File: src/stm_pkg.sv
// Purpose: shared constants and types for the 10-bit standard timer
// Assumes: AHB-Lite register access, 32-bit data, one word per register
// Notes: offsets are byte addresses inside the timer's window
`default_nettype none
package stm_pkg;
  // =====================================================
  // register map
  localparam logic [7:0] STM_OFF_CNT_LO = 8'h00; // counter_low_byte
  localparam logic [7:0] STM_OFF_CNT_HI = 8'h04; // counter_high_bits
  localparam logic [7:0] STM_OFF_CMPA_LO = 8'h08; // match_a_low_byte
  localparam logic [7:0] STM_OFF_CMPA_HI = 8'h0C; // match_a_high_bits
  localparam logic [7:0] STM_OFF_CTRL0 = 8'h10; // hold, clock select, run, compare p
  localparam logic [7:0] STM_OFF_CTRL1 = 8'h14; // mode, pin action, level bits
  localparam logic [7:0] STM_OFF_FLAGS = 8'h18; // match flags, write one to clear
  // =====================================================
  // field positions
  localparam int STM_C0_HOLD = 7; // count_hold
  localparam int STM_C0_CKS = 4; // count_clock_select lsb
  localparam int STM_C0_RUN = 3; // run_enable_bit
  localparam int STM_C1_MODE = 6; // mode select lsb
  localparam int STM_C1_ACT = 4; // pin action lsb
  localparam int STM_C1_INIT = 3; // output_initial_level
  localparam int STM_C1_INV = 2; // output_invert
  localparam int STM_C1_SWAP = 1; // duty_period_swap
  localparam int STM_C1_CLRSEL = 0; // clear_source_select
  localparam int STM_FL_A = 0; // match_a_flag
  localparam int STM_FL_P = 1; // match_p_flag
  // =====================================================
  // encodings and limits
  localparam logic [1:0] STM_MODE_CMP = 2'h0; // compare-match output
  localparam logic [1:0] STM_MODE_PWM = 2'h2; // pwm or single pulse
  localparam logic [1:0] STM_MODE_TMR = 2'h3; // timer/counter
  localparam logic [1:0] STM_ACT_NONE = 2'h0; // no change / inactive
  localparam logic [1:0] STM_ACT_LOW = 2'h1; // low / active
  localparam logic [1:0] STM_ACT_HIGH = 2'h2; // high / pwm
  localparam logic [1:0] STM_ACT_TOG = 2'h3; // toggle / single pulse
  localparam logic [2:0] STM_CK_DIV4 = 3'h0; // system clock / 4
  localparam logic [2:0] STM_CK_SYS = 3'h1; // system clock
  localparam logic [2:0] STM_CK_EXTR = 3'h6; // ext rising edge
  localparam logic [2:0] STM_CK_EXTF = 3'h7; // ext falling edge
  localparam logic [9:0] STM_CNT_MAX = 10'h3FF; // top count
  localparam logic [1:0] STM_DIV4_LAST = 2'h3; // prescaler wrap
  localparam logic [31:0] STM_RESET_WORD = 32'h0000_0000; // reset of all registers
  localparam logic [1:0] STM_HTRANS_NONSEQ = 2'h2; // ahb nonseq
  localparam logic [1:0] STM_HTRANS_SEQ = 2'h3; // ahb seq
  // =====================================================
  // bus carrier types
  typedef struct packed {
    logic hsel; // slave select
    logic [7:0] haddr; // byte address in window
    logic [1:0] htrans; // transfer type
    logic hwrite; // write request
    logic [2:0] hsize; // transfer size
    logic hready; // bus ready
    logic [31:0] hwdata; // write data
  } stm_ahb_req_t;
  typedef struct packed {
    logic hreadyout; // slave ready
    logic hresp; // response, always okay
    logic [31:0] hrdata; // read data
  } stm_ahb_rsp_t;
endpackage : stm_pkg
`default_nettype wire

File: src/stm_timer.sv
// Purpose: 10-bit standard timer with compare-match, timer, pwm and single pulse modes
// Assumes: one clock, synchronous active-high reset, AHB-Lite register slave
// Notes: mode 01 is treated as idle counting with the pin held
// Contract
// counter readable as low byte, two high bits
// writable ten-bit compare a, reset zero
// mode 00 compare, 11 timer, 10 pwm/pulse
// clear-select low: clear on p or overflow
// clear-select high: clear on a only
// software never sets compare a zero; the bench writes compare a zero in timer mode
// compare a zero: overflow, no a flag
// only compare a match moves the pin
// pin action sets high, low or toggles
// run rise restores initial pin level
// timer mode counts alike, pin unused
// pin action 10 pwm, 11 single pulse
// swap bit picks period and duty comparator
// compare p maps to 128 multiples, 000=1024
// duty at or above period gives 100%
// swapped: period from a, duty from p
// pwm raises both match flags
// pwm logic runs under forced pin levels
// initial level picks polarity, invert flips pin
// pulse starts on run rise or trigger edge
// compare a match ends pulse, clears run
// pulse counter cleared only on run rise
// run rise zeroes counter, fall holds it
// clock select: div4, sys, ext edges
// compare p against counter top bits
// count each tick when running, not held
`timescale 1ns/100ps
`default_nettype none
module stm_timer (
  input wire logic sys_clk, // system clock, 50 MHz
  input wire logic rst, // synchronous reset, active high
  input wire logic clkEn, // clock enable, freezes state when low
  input wire stm_pkg::stm_ahb_req_t ahbReq, // ahb-lite request signals
  output var stm_pkg::stm_ahb_rsp_t ahbRsp, // ahb-lite response signals
  input wire logic extCountTrigger, // external count / trigger pin
  output logic timerOutputPin, // timer output pin level
  output logic matchAFlag, // sticky compare a flag
  output logic matchPFlag // sticky compare p flag
);
  import stm_pkg::*;

  // =====================================================
  // helper functions
  // upper three counter bits matched to the compare p field
  function automatic logic [2:0] topBits(input logic [9:0] v);
    topBits = v[9:7];
  endfunction : topBits

  // expand a 3-bit field to a count, zero meaning 1024
  function automatic logic [10:0] pToCount(input logic [2:0] p);
    pToCount = (p == 3'h0) ? 11'h400 : {1'b0, p, 7'h00};
  endfunction : pToCount

  // =====================================================
  // registers and state
  logic [9:0] counter; // ten-bit count
  logic [9:0] compareAValue; // compare a value
  logic [2:0] compareP; // compare p field
  logic countHold; // pause counting
  logic [2:0] countClockSelect; // clock source select
  logic runEnable; // run enable bit
  logic [1:0] modeSelect; // operating mode
  logic [1:0] pinAction; // pin action field
  logic initLevel; // output initial level / polarity
  logic outInvert; // output invert
  logic dutyPeriodSwap; // pwm role swap
  logic clearSourceSelect; // counter clear source
  logic pinState; // pin level before invert
  logic runPrev; // run enable, one cycle back
  logic [1:0] prescale; // divide-by-four counter
  logic [2:0] extSync; // external pin synchroniser
  logic extLast; // previous agreed external level
  logic addrPhase; // data phase pending
  logic addrWrite; // pending transfer is a write
  logic [7:0] addrLatch; // pending transfer address

  // =====================================================
  // combinational decode
  logic tick; // count event this cycle
  logic extRise; // agreed rising edge on ext pin
  logic extFall; // agreed falling edge on ext pin
  logic runRise; // run bit just rose
  logic matchA; // comparator a match on count
  logic matchP; // comparator p match on count
  logic atMax; // counter at top
  logic isPulse; // single pulse mode
  logic isPwm; // pwm mode (any pin action but pulse)
  logic clearNow; // counter clears after this tick
  logic setA; // raise match a flag
  logic setP; // raise match p flag
  logic pulseEnd; // single pulse ends this cycle
  logic wrEn; // register write this cycle
  logic busTake; // bus address phase taken
  logic pinOut; // next pin level after invert
  logic [10:0] period; // pwm period in ticks
  logic [10:0] duty; // pwm duty in ticks
  logic pwmActive; // pwm waveform active now

  // ext pin edges once the second and third stages agree
  assign extRise = extSync[1] & extSync[2] & ~extLast;
  assign extFall = ~extSync[1] & ~extSync[2] & extLast;
  assign runRise = runEnable & ~runPrev;
  assign isPulse = (modeSelect == STM_MODE_PWM) && (pinAction == STM_ACT_TOG);
  assign isPwm = (modeSelect == STM_MODE_PWM) && !isPulse;
  assign atMax = (counter == STM_CNT_MAX);

  // clock source and count gating
  always_comb begin
    // count source select
    case (countClockSelect)
      STM_CK_DIV4: tick = (prescale == STM_DIV4_LAST);
      STM_CK_SYS: tick = 1'b1;
      STM_CK_EXTR: tick = extRise;
      STM_CK_EXTF: tick = extFall;
      default: tick = 1'b0; // other internal clocks not present here
    endcase
    // run and not held
    tick = tick & runEnable & ~countHold & ~runRise;
  end

  // comparator matches and clear decision
  always_comb begin
    // compare a zero never matches
    matchA = (compareAValue != 10'h000) && ((counter + 10'h001) == compareAValue);
    // p compares the top bits, R14: 000 means overflow
    matchP = (compareP == 3'h0) ? atMax : (topBits(counter + 10'h001) == compareP);
    // swapped roles, period from a
    period = dutyPeriodSwap ? {1'b0, compareAValue} : pToCount(compareP);
    duty = dutyPeriodSwap ? pToCount(compareP) : {1'b0, compareAValue};
    clearNow = 1'b0;
    setA = 1'b0;
    setP = 1'b0;
    pulseEnd = 1'b0;
    if (isPulse) begin
      // a match ends the pulse; R22: no clear and p unused
      setA = matchA;
      pulseEnd = matchA;
    end else if (isPwm) begin
      // period comparator clears; R17: both flags
      clearNow = dutyPeriodSwap ? (matchA || atMax) : matchP;
      setA = matchA;
      setP = matchP;
    end else if (clearSourceSelect) begin
      // clear on a, only a flag
      clearNow = matchA || atMax;
      setA = matchA;
    end else begin
      // clear on p or overflow, both flags; R11 same in timer mode
      clearNow = matchP || atMax;
      setA = matchA;
      setP = matchP;
    end
    setA = setA & tick;
    setP = setP & tick;
    clearNow = clearNow & tick;
    pulseEnd = pulseEnd & tick;
  end

  // pwm waveform level from the current count, before this tick
  always_comb begin
    // duty at or above period is always active
    if (duty >= period) begin
      pwmActive = 1'b1;
    end else begin
      pwmActive = ({1'b0, counter} < duty);
    end
  end

  // =====================================================
  // ahb-lite slave: zero wait states, always okay
  assign busTake = ahbReq.hsel && ahbReq.hready &&
    (ahbReq.htrans == STM_HTRANS_NONSEQ || ahbReq.htrans == STM_HTRANS_SEQ);
  assign wrEn = addrPhase && addrWrite && clkEn;

  // address phase capture
  always_ff @(posedge sys_clk) begin
    if (rst) begin
      addrPhase <= 1'b0;
      addrWrite <= 1'b0;
      addrLatch <= 8'h00;
    end else if (clkEn) begin
      addrPhase <= busTake;
      addrWrite <= busTake && ahbReq.hwrite;
      addrLatch <= ahbReq.haddr;
    end
  end

  // read data and ready, registered
  always_ff @(posedge sys_clk) begin
    if (rst) begin
      ahbRsp.hreadyout <= 1'b1;
      ahbRsp.hresp <= 1'b0;
      ahbRsp.hrdata <= STM_RESET_WORD;
    end else if (clkEn) begin
      ahbRsp.hreadyout <= 1'b1;
      ahbRsp.hresp <= 1'b0;
      ahbRsp.hrdata <= STM_RESET_WORD;
      if (busTake && !ahbReq.hwrite) begin
        case (ahbReq.haddr)
          // counter low byte and high bits
          STM_OFF_CNT_LO: ahbRsp.hrdata <= {24'h000000, counter[7:0]};
          STM_OFF_CNT_HI: ahbRsp.hrdata <= {30'h00000000, counter[9:8]};
          STM_OFF_CMPA_LO: ahbRsp.hrdata <= {24'h000000, compareAValue[7:0]};
          STM_OFF_CMPA_HI: ahbRsp.hrdata <= {30'h00000000, compareAValue[9:8]};
          STM_OFF_CTRL0: ahbRsp.hrdata <= {24'h000000, countHold, countClockSelect,
                                            runEnable, compareP};
          STM_OFF_CTRL1: ahbRsp.hrdata <= {24'h000000, modeSelect, pinAction, initLevel,
                                            outInvert, dutyPeriodSwap, clearSourceSelect};
          STM_OFF_FLAGS: ahbRsp.hrdata <= {30'h00000000, matchPFlag, matchAFlag};
          default: ahbRsp.hrdata <= STM_RESET_WORD; // unmapped reads zero
        endcase
      end
    end
  end

  // =====================================================
  // compare a register
  always_ff @(posedge sys_clk) begin
    if (rst) begin
      compareAValue <= 10'h000;
    end else if (wrEn) begin
      // byte-wise compare a writes
      if (addrLatch == STM_OFF_CMPA_LO) begin
        compareAValue[7:0] <= ahbReq.hwdata[7:0];
      end else if (addrLatch == STM_OFF_CMPA_HI) begin
        compareAValue[9:8] <= ahbReq.hwdata[1:0];
      end
    end
  end

  // control registers
  always_ff @(posedge sys_clk) begin
    if (rst) begin
      countHold <= 1'b0;
      countClockSelect <= 3'h0;
      compareP <= 3'h0;
      modeSelect <= 2'h0;
      pinAction <= 2'h0;
      initLevel <= 1'b0;
      outInvert <= 1'b0;
      dutyPeriodSwap <= 1'b0;
      clearSourceSelect <= 1'b0;
    end else if (wrEn) begin
      if (addrLatch == STM_OFF_CTRL0) begin
        countHold <= ahbReq.hwdata[STM_C0_HOLD];
        countClockSelect <= ahbReq.hwdata[STM_C0_CKS +: 3];
        compareP <= ahbReq.hwdata[2:0];
      end else if (addrLatch == STM_OFF_CTRL1) begin
        // mode field decode source
        modeSelect <= ahbReq.hwdata[STM_C1_MODE +: 2];
        pinAction <= ahbReq.hwdata[STM_C1_ACT +: 2];
        initLevel <= ahbReq.hwdata[STM_C1_INIT];
        outInvert <= ahbReq.hwdata[STM_C1_INV];
        dutyPeriodSwap <= ahbReq.hwdata[STM_C1_SWAP];
        clearSourceSelect <= ahbReq.hwdata[STM_C1_CLRSEL];
      end
    end
  end

  // run enable: software, trigger pin and pulse end
  always_ff @(posedge sys_clk) begin
    if (rst) begin
      runEnable <= 1'b0;
    end else if (clkEn) begin
      if (wrEn && addrLatch == STM_OFF_CTRL0) begin
        runEnable <= ahbReq.hwdata[STM_C0_RUN];
      // compare a match clears run
      end else if (pulseEnd) begin
        runEnable <= 1'b0;
      // trigger edge sets run in pulse mode
      end else if (isPulse && !runEnable &&
                   ((countClockSelect == STM_CK_EXTF) ? extFall : extRise)) begin
        runEnable <= 1'b1;
      end
    end
  end

  // =====================================================
  // sample stages and prescaler
  always_ff @(posedge sys_clk) begin
    if (rst) begin
      extSync <= 3'h0;
      extLast <= 1'b0;
      runPrev <= 1'b0;
      prescale <= 2'h0;
    end else if (clkEn) begin
      extSync <= {extSync[1:0], extCountTrigger};
      if (extSync[1] == extSync[2]) begin
        extLast <= extSync[2];
      end
      runPrev <= runEnable;
      prescale <= prescale + 2'h1;
    end
  end

  // counter
  always_ff @(posedge sys_clk) begin
    if (rst) begin
      counter <= 10'h000;
    end else if (clkEn) begin
      // zero on run rise; R22: only clear in pulse mode
      if (runRise) begin
        counter <= 10'h000;
      end else if (clearNow) begin
        counter <= 10'h000;
      end else if (tick) begin
        counter <= counter + 10'h001;
      end
    end
  end

  // sticky flags, set wins over clear
  always_ff @(posedge sys_clk) begin
    if (rst) begin
      matchAFlag <= 1'b0;
      matchPFlag <= 1'b0;
    end else if (clkEn) begin
      if (wrEn && addrLatch == STM_OFF_FLAGS && ahbReq.hwdata[STM_FL_A]) begin
        matchAFlag <= 1'b0;
      end
      if (wrEn && addrLatch == STM_OFF_FLAGS && ahbReq.hwdata[STM_FL_P]) begin
        matchPFlag <= 1'b0;
      end
      if (setA) begin
        matchAFlag <= 1'b1;
      end
      if (setP) begin
        matchPFlag <= 1'b1;
      end
    end
  end

  // =====================================================
  // pin state before invert
  always_ff @(posedge sys_clk) begin
    if (rst) begin
      pinState <= 1'b0;
    end else if (clkEn) begin
      // run rise restores initial level
      if (runRise) begin
        pinState <= initLevel;
      end else if (modeSelect == STM_MODE_CMP && setA) begin
        // only a match moves pin; R9: action
        case (pinAction)
          STM_ACT_LOW: pinState <= 1'b0;
          STM_ACT_HIGH: pinState <= 1'b1;
          STM_ACT_TOG: pinState <= ~pinState;
          default: pinState <= pinState; // no change
        endcase
      end else if (isPulse) begin
        // trailing edge when run clears
        pinState <= runEnable && !pulseEnd ? initLevel : ~initLevel;
      end else if (isPwm) begin
        // forced or waveform, polarity by initial level
        case (pinAction)
          STM_ACT_NONE: pinState <= ~initLevel;
          STM_ACT_LOW: pinState <= initLevel;
          default: pinState <= pwmActive ? initLevel : ~initLevel;
        endcase
      end
    end
  end

  // invert in every mode but timer; R11: pin held low in timer mode
  assign pinOut = (modeSelect == STM_MODE_TMR) ? 1'b0 : (pinState ^ outInvert);

  // output flop
  always_ff @(posedge sys_clk) begin
    if (rst) begin
      timerOutputPin <= 1'b0;
    end else if (clkEn) begin
      timerOutputPin <= pinOut;
    end
  end
endmodule : stm_timer
`default_nettype wire

File: config.mk
export PLATFORM = sky130hd
export DESIGN_NAME = stm_timer
export DESIGN_NICKNAME = d
export VERILOG_FILES = /design/src/stm_pkg.sv /design/src/stm_timer.sv
export SDC_FILE = /design/constraint.sdc
export NUM_CORES = 1
export LEC_CHECK = 0
export ABC_CLOCK_PERIOD_IN_PS = 3600
export BUFFER_PORTS_ARGS = -buffer_cell sky130_fd_sc_hd__buf_2
export CORE_UTILIZATION = 56
export CTS_CLUSTER_SIZE = 10
export DETAILED_ROUTE_END_ITERATION = 10
export PLACE_DENSITY_LB_ADDON = 0.25
export SLEW_MARGIN = 40
export SYNTH_ARGS = -nofsm -noshare
export SYNTH_HDL_FRONTEND = slang
export SYNTH_SLANG_ARGS = --single-unit
export TNS_END_PERCENT = 1
File: constraint.sdc
create_clock -name sys_clk -period 3.6 [get_ports sys_clk]
set_input_delay 0.54 -clock sys_clk [delete_from_list [all_inputs] [get_ports sys_clk]]
set_output_delay 0.54 -clock sys_clk [all_outputs]
set_load 0.01 [all_outputs]
-- Word-level counts from Yosys, hierarchy flattened
Index checks and enable logic that the tools add are counted.
- register bits: 89
- bits in latches: 0
- bits in writable memories: 0
- ROM bits: 0
- bits of input ports: 52
- output and inout port bits: 37
- logic and storage cells: 160
- memories: 0
- add/sub/neg operators: 2
- multiply operators: 0
- div/mod/pow operators: 0
- $lt $le $gt $ge: 2
- equal/unequal tests: 27
- shift operators: 0
- mux-type cells: 36
- bitwise operators: 23
- reductions and logical operators: 45
- operators with widths (operator ; count):
    one-hot mux 8 bit (7 select lines) ; 1
    == test 8 x 5 -> 1 bit, second input constant ; 6
    2-to-1 mux 11 bit ; 3
    == test 8 x 4 -> 1 bit, second input constant ; 4
    2-to-1 mux 10 bit ; 3
    2-to-1 mux 1 bit ; 25
    logical AND 1 bit ; 17
    == test 2 bit, second input constant ; 7
    AND reduction 2 bit ; 7
    AND 1 bit ; 12
    greater-or-equal comparator 11 bit ; 1
    less-than comparator 10 x 11 -> 1 bit ; 1
    adder 10 x 1 -> 10 bit, second input constant ; 1
    == test 10 bit ; 1
    == test 10 bit, second input constant ; 1
    NOT 1 bit ; 10
    nonzero test 10 bit ; 1
    AND reduction 3 bit ; 3
    == test 8 x 3 -> 1 bit, second input constant ; 1
    logical NOT 8 bit ; 1
    2-to-1 mux 8 bit ; 1
    == test 3 bit, second input constant ; 2
    logical NOT 3 bit ; 2
    nonzero test 3 bit ; 2
    other kinds (15) ; 22

-- Depth between registers and ports, before layout
- depth in word-level cells: 14
- mapped depth: 12
- depth with buffers taken out: 11

-- Worst setup path after synthesis
Ideal clock, no wire load.
- kind: flip-flop to flip-flop
- from: reg dutyPeriodSwap
- to: reg pinState
- setup time: 87 ps
- arrival: 2672 ps
- data required time: 3513 ps
- slack: 841 ps
- cell stages (with the launch flop): 12
- buffers on the path: 1
- period minus slack after synthesis: 2759 ps
- path through: dfxtp_1 -> buf_2 -> mux2_2 -> ha_1 -> nor4b_1 -> a221oi_1 -> o2111ai_1 -> a31o_1 -> nand2_2 -> nor3_1 -> or4_1 -> o31ai_1
- word-level cells in the longest chain between the ends: 9
- elaborated cells on any way between the ends: 11
- those cells by class: order compare: 2; mux: 9
- RTL lines (what ; RTL line ; source):
    from (decl) ; stm_timer.sv:70 ; logic dutyPeriodSwap;
    from (signal assigned) ; stm_timer.sv:258 ; dutyPeriodSwap <= ahbReq.hwdata[STM_C1_SWAP];
    2-to-1 mux 11 bit, on equally long branches ; stm_timer.sv:133, stm_timer.sv:132 ;
    less-than comparator 10 x 11 -> 1 bit / greater-or-equal comparator 11 bit (equally long branches) ; stm_timer.sv:169, stm_timer.sv:166 ;
    2-to-1 mux 1 bit * ; stm_timer.sv:166 ; if (duty >= period) begin
    2-to-1 mux 1 bit * ; stm_timer.sv:362 ; default: pinState <= pwmActive ? initLevel : ~initLevel;
    one-hot mux 1 bit (2 select lines) * ; stm_timer.sv:359 ; case (pinAction)
    2-to-1 mux 1 bit * ; stm_timer.sv:357 ; end else if (isPwm) begin
    2-to-1 mux 1 bit * ; stm_timer.sv:354 ; end else if (isPulse) begin
    2-to-1 mux 1 bit * ; stm_timer.sv:346 ; end else if (modeSelect == STM_MODE_CMP && setA) begin
    2-to-1 mux 1 bit * ; stm_timer.sv:344 ; if (runRise) begin
    to (signal assigned) ; stm_timer.sv:345 ; pinState <= initLevel;
    to (signal assigned) ; stm_timer.sv:356 ; pinState <= runEnable && !pulseEnd ? initLevel : ~initLevel;
    to (signal assigned) ; stm_timer.sv:360 ; STM_ACT_NONE: pinState <= ~initLevel;
    to (decl) ; stm_timer.sv:72 ; logic pinState;
Every way passes the cells marked *; elsewhere a longest branch is shown, timed or not. The select of a mux whose other input is x is not followed.
A chain may end at the register's enable or synchronous reset.

-- Worst setup path in the final report
- from: reg counter[0]
- to: reg pinState
- word-level cells in the longest chain between the ends: 11
- elaborated cells on any way between the ends: 21
- those cells by class: add/sub: 1; order compare: 1; eq/ne: 2; mux: 9; bitwise: 2; reduce/logical: 6
- RTL lines (what ; RTL line ; source):
    from (decl) ; stm_timer.sv:60 ; logic [9:0] counter;
    from (signal assigned) ; stm_timer.sv:311 ; counter <= counter + 10'h001;
    adder 10 x 1 -> 10 bit ; stm_timer.sv:128 ; matchA = (compareAValue != 10'h000) && ((counter + 10'h001) == compareAValue);
    == test 10 bit ; stm_timer.sv:128 ;
    logical AND 1 bit ; stm_timer.sv:128 ;
    2-to-1 mux 1 bit ; stm_timer.sv:138 ; if (isPulse) begin
    AND 1 bit ; stm_timer.sv:160 ; pulseEnd = pulseEnd & tick;
    logical NOT 1 bit ; stm_timer.sv:356 ;
    logical AND 1 bit ; stm_timer.sv:356 ;
    2-to-1 mux 1 bit ; stm_timer.sv:356 ;
    2-to-1 mux 1 bit ; stm_timer.sv:354 ;
    2-to-1 mux 1 bit ; stm_timer.sv:346 ;
    2-to-1 mux 1 bit ; stm_timer.sv:344 ;
Parallel ways exist; a longest one is shown, timed or not. The select of a mux whose other input is x is not followed.

==> results.sh <==
export IMPL_synth_area_um2=4350
export IMPL_cts_setup_buffers=0
export IMPL_worst_slack_ns=0.576
export IMPL_place_area_um2=4410
export IMPL_gr_total_overflow=0
export IMPL_criticalPathCategory="reg -> reg"
export IMPL_netlist_area_leader_share=0.299
export IMPL_core_area_um2=7370
export IMPL_antenna_found_initial=0
export IMPL_clockRootBuffer="clkbuf_8"
export IMPL_totalPowerFinal_w=0.00155
export IMPL_drt_iter0_drc=349
export IMPL_hold_buffers=0
export IMPL_dp_hpwl_mm=8.44
export IMPL_grt_start_max_net_pins=67
export IMPL_cpPeakStageDelay_ns=0.60
export IMPL_synthCells=538
export IMPL_detailroute_via_count=4045
export IMPL_final_nets=624
export IMPL_multi_input_area_um2=2730
export IMPL_ys_seq_area_frac=0.299
export IMPL_timing_fmax_mhz=331
export IMPL_cellPowerDensity_nw_per_um2=336
export IMPL_syn_avg_cell_area_um2=8.08
export IMPL_fillers=684
export IMPL_clkTransAtPathRegs_ns=0.08
export IMPL_arrival_ns=3.25
export IMPL_post_route_drc_count=0
export IMPL_cts_tree="yes"
export IMPL_grt_pass1_wl_mm=19.1
export IMPL_cts_sinks=65
export IMPL_synth_top_cell_by_area="dfxtp_1"
export IMPL_cts_resized=0
export IMPL_regArea_um2=1300
export IMPL_timing_critical_path_fanout_max=10
export IMPL_tns_ns=0
export IMPL_mostFrequentLayoutCells="73 x nor2_1, 65 x dfxtp_1, 48 x nand2_1"
export IMPL_setup_viol=0
export IMPL_maxCapViolations=0
export IMPL_via_per_inst=6.12
export IMPL_yosys_warnings=0
export IMPL_totalWireLength_mm=11.6
export IMPL_placement_rows=31
export IMPL_worstPathCellList="ha_1 > and4_1 > nand2_1 > nor4_1 > nor4_4 > nor4_2 > mux2i_1 > o31ai_1"
export IMPL_ys_seq_elements=65
export IMPL_crit_path_start_kind="flop"
export IMPL_fin_crit_ns=3.02
export IMPL_slowest_stage="dfxtp_1"
export IMPL_max_slew_margin=0.489
export IMPL_synth_cell_types=75
export IMPL_period_share=0.840
export IMPL_yosys_top_cells_area="dfxtp_1 30%, mux2i_1 8.5%, nor2_1 6.3%"
export IMPL_worst_pin_slew_ns=0.764
export IMPL_mostFrequentLayoutCell="nor2_1"
export IMPL_hold_viol_final=0
export IMPL_clock_latency_ns=0.35
export IMPL_min_path_type="in -> reg"
export IMPL_post_place_ws_ns=0.642
export IMPL_crit_required_ns=3.83
export IMPL_fin_skew_ns=0.00979
export IMPL_synth_edf_count=0
export IMPL_clockBufferDepth=2
export IMPL_numCtsBuffers=9
export IMPL_grt_pass1_vias=3841
export IMPL_diodes=0
export IMPL_drive_above_1_share=0.148
export IMPL_ant_nets=0
export IMPL_area_growth_pct=6.10
export IMPL_synthFlopType="dfxtp_1"
export IMPL_htreeDepth=3
export IMPL_dieArea_um2=8120
export IMPL_grt_util_all_layers=0.298
export IMPL_p_leak_nw=1.68
export IMPL_status="finished, final reports clean"
export IMPL_ir_drop_uv=369
export IMPL_fp_dieH_um=90.1
export IMPL_gp_congestion=0.958
export IMPL_fin_area_um2=4610
export IMPL_end_kind="flop"
export IMPL_rsz0062_at_grt="no"
export IMPL_port_buffers=34
export IMPL_drt_pre_antenna_iters=6
export IMPL_ios=89
export IMPL_drv_slew=0
export IMPL_synthArstFlopShare=0
export IMPL_post_drt_wl_per_cell_um=17.5
export IMPL_initial_utilization=0.590
export IMPL_die_w_um=90.1
[registers in the layout (all words and copies together) (netlist names), 2 cells and up]
register	flops
addrLatch	8
ahbRsp	8
compareAValue	10
compareP	3
countClockSelect	3
counter	10
extSync	3
modeSelect	2
pinAction	2
prescale	2
[worst paths after layout]
path	end	cells after the start	slack [ns]	from
min reg2reg	timerOutputPin	2	0.50	timerOutputPin
max	pinState	8	0.58	counter[0]
min	extSync[0]	3	0.43	extCountTrigger
max reg2reg	pinState	8	0.58	counter[0]
[per-layer routing]
layer | share of wire | GRT usage | vias up
li1 | - | - | 1926
met1 | 0.40 | 0.359 | 1880
met2 | 0.49 | 0.501 | 199
met3 | 0.077 | 0.0719 | 40
met4 | 0.032 | 0.132 | 0
met5 | 0 | 0 | -
[through the flow]
stage	instances	hold slack [ns]	util
3_3_place_gp	645	0.472	0.598
5_1_grt	661	0.434	0.626
4_1_cts	661	0.425	0.625
6_report	661	0.433	0.626
3_5_place_dp	645	0.485	0.599
2_1_floorplan	562	0.451	-
[report_power, final]
group | internal, W | switching (W) | leakage, nW | total, W
Clock | 0.000323 | 0.000314 | 0.101 | 0.000637
Combinational | 0.0000604 | 0.0000923 | 1.06 | 0.000153
Sequential | 0.000734 | 0.0000259 | 0.527 | 0.000760
Total | 0.00112 | 0.000432 | 1.68 | 0.00155
[cell families (layout without fill, tap and decap cells)]
logic type | after synthesis | count (layout) | share of synthesized area
AOI/OAI and AO/OA | 101 | 101 | 0.157
muxes | 41 | 41 | 0.0956
xor gates and xnor gates | 19 | 19 | 0.0383
and+or+nand+nor | 228 | 228 | 0.270
adders and majority gates | 15 | 15 | 0.0432
other | 2 | 26 | 0.00173
buffers and inverters | 67 | 67 | 0.0953
DFF | 65 | 65 | 0.299
[synth_stat cells, drive strengths merged (3+ instances only)]
cell	number
a22oi	24
inv	8
and4	3
mux2	4
clkbuf	10
xnor2	17
buf	48
or3	5
a31oi	8
o211ai	3
o21ai	23
nand4	5
nand2b	5
nor3	20
mux2i	37
nor4	7
nor4b	3
or4	3
nand2	50
ha	15
nand3b	4
and2b	3
nand3	31
nor2	75
a21oi	18
dfxtp	65
[cell type report]
class / instances / share of cell area
repair buffers: 42 / 0.0505
clock buffers: 10 / 0.0277
clock inverters: 6 / 0.0144
well taps: 99 / 0.0269
multi-input cells: 430 / 0.591
flip-flops and latches: 65 / 0.282
inverters: 9 / 0.00733
[critical path, delay by kind of cell, from the launching register on]
family	cells	cell delay (ns)
mux	1	0.27
simple gates	5	1.55
compound gates	1	0.08
flops	1	0.60
fa+ha+maj	1	0.40
No activity file was read; power rests on OpenSTA's default activity.
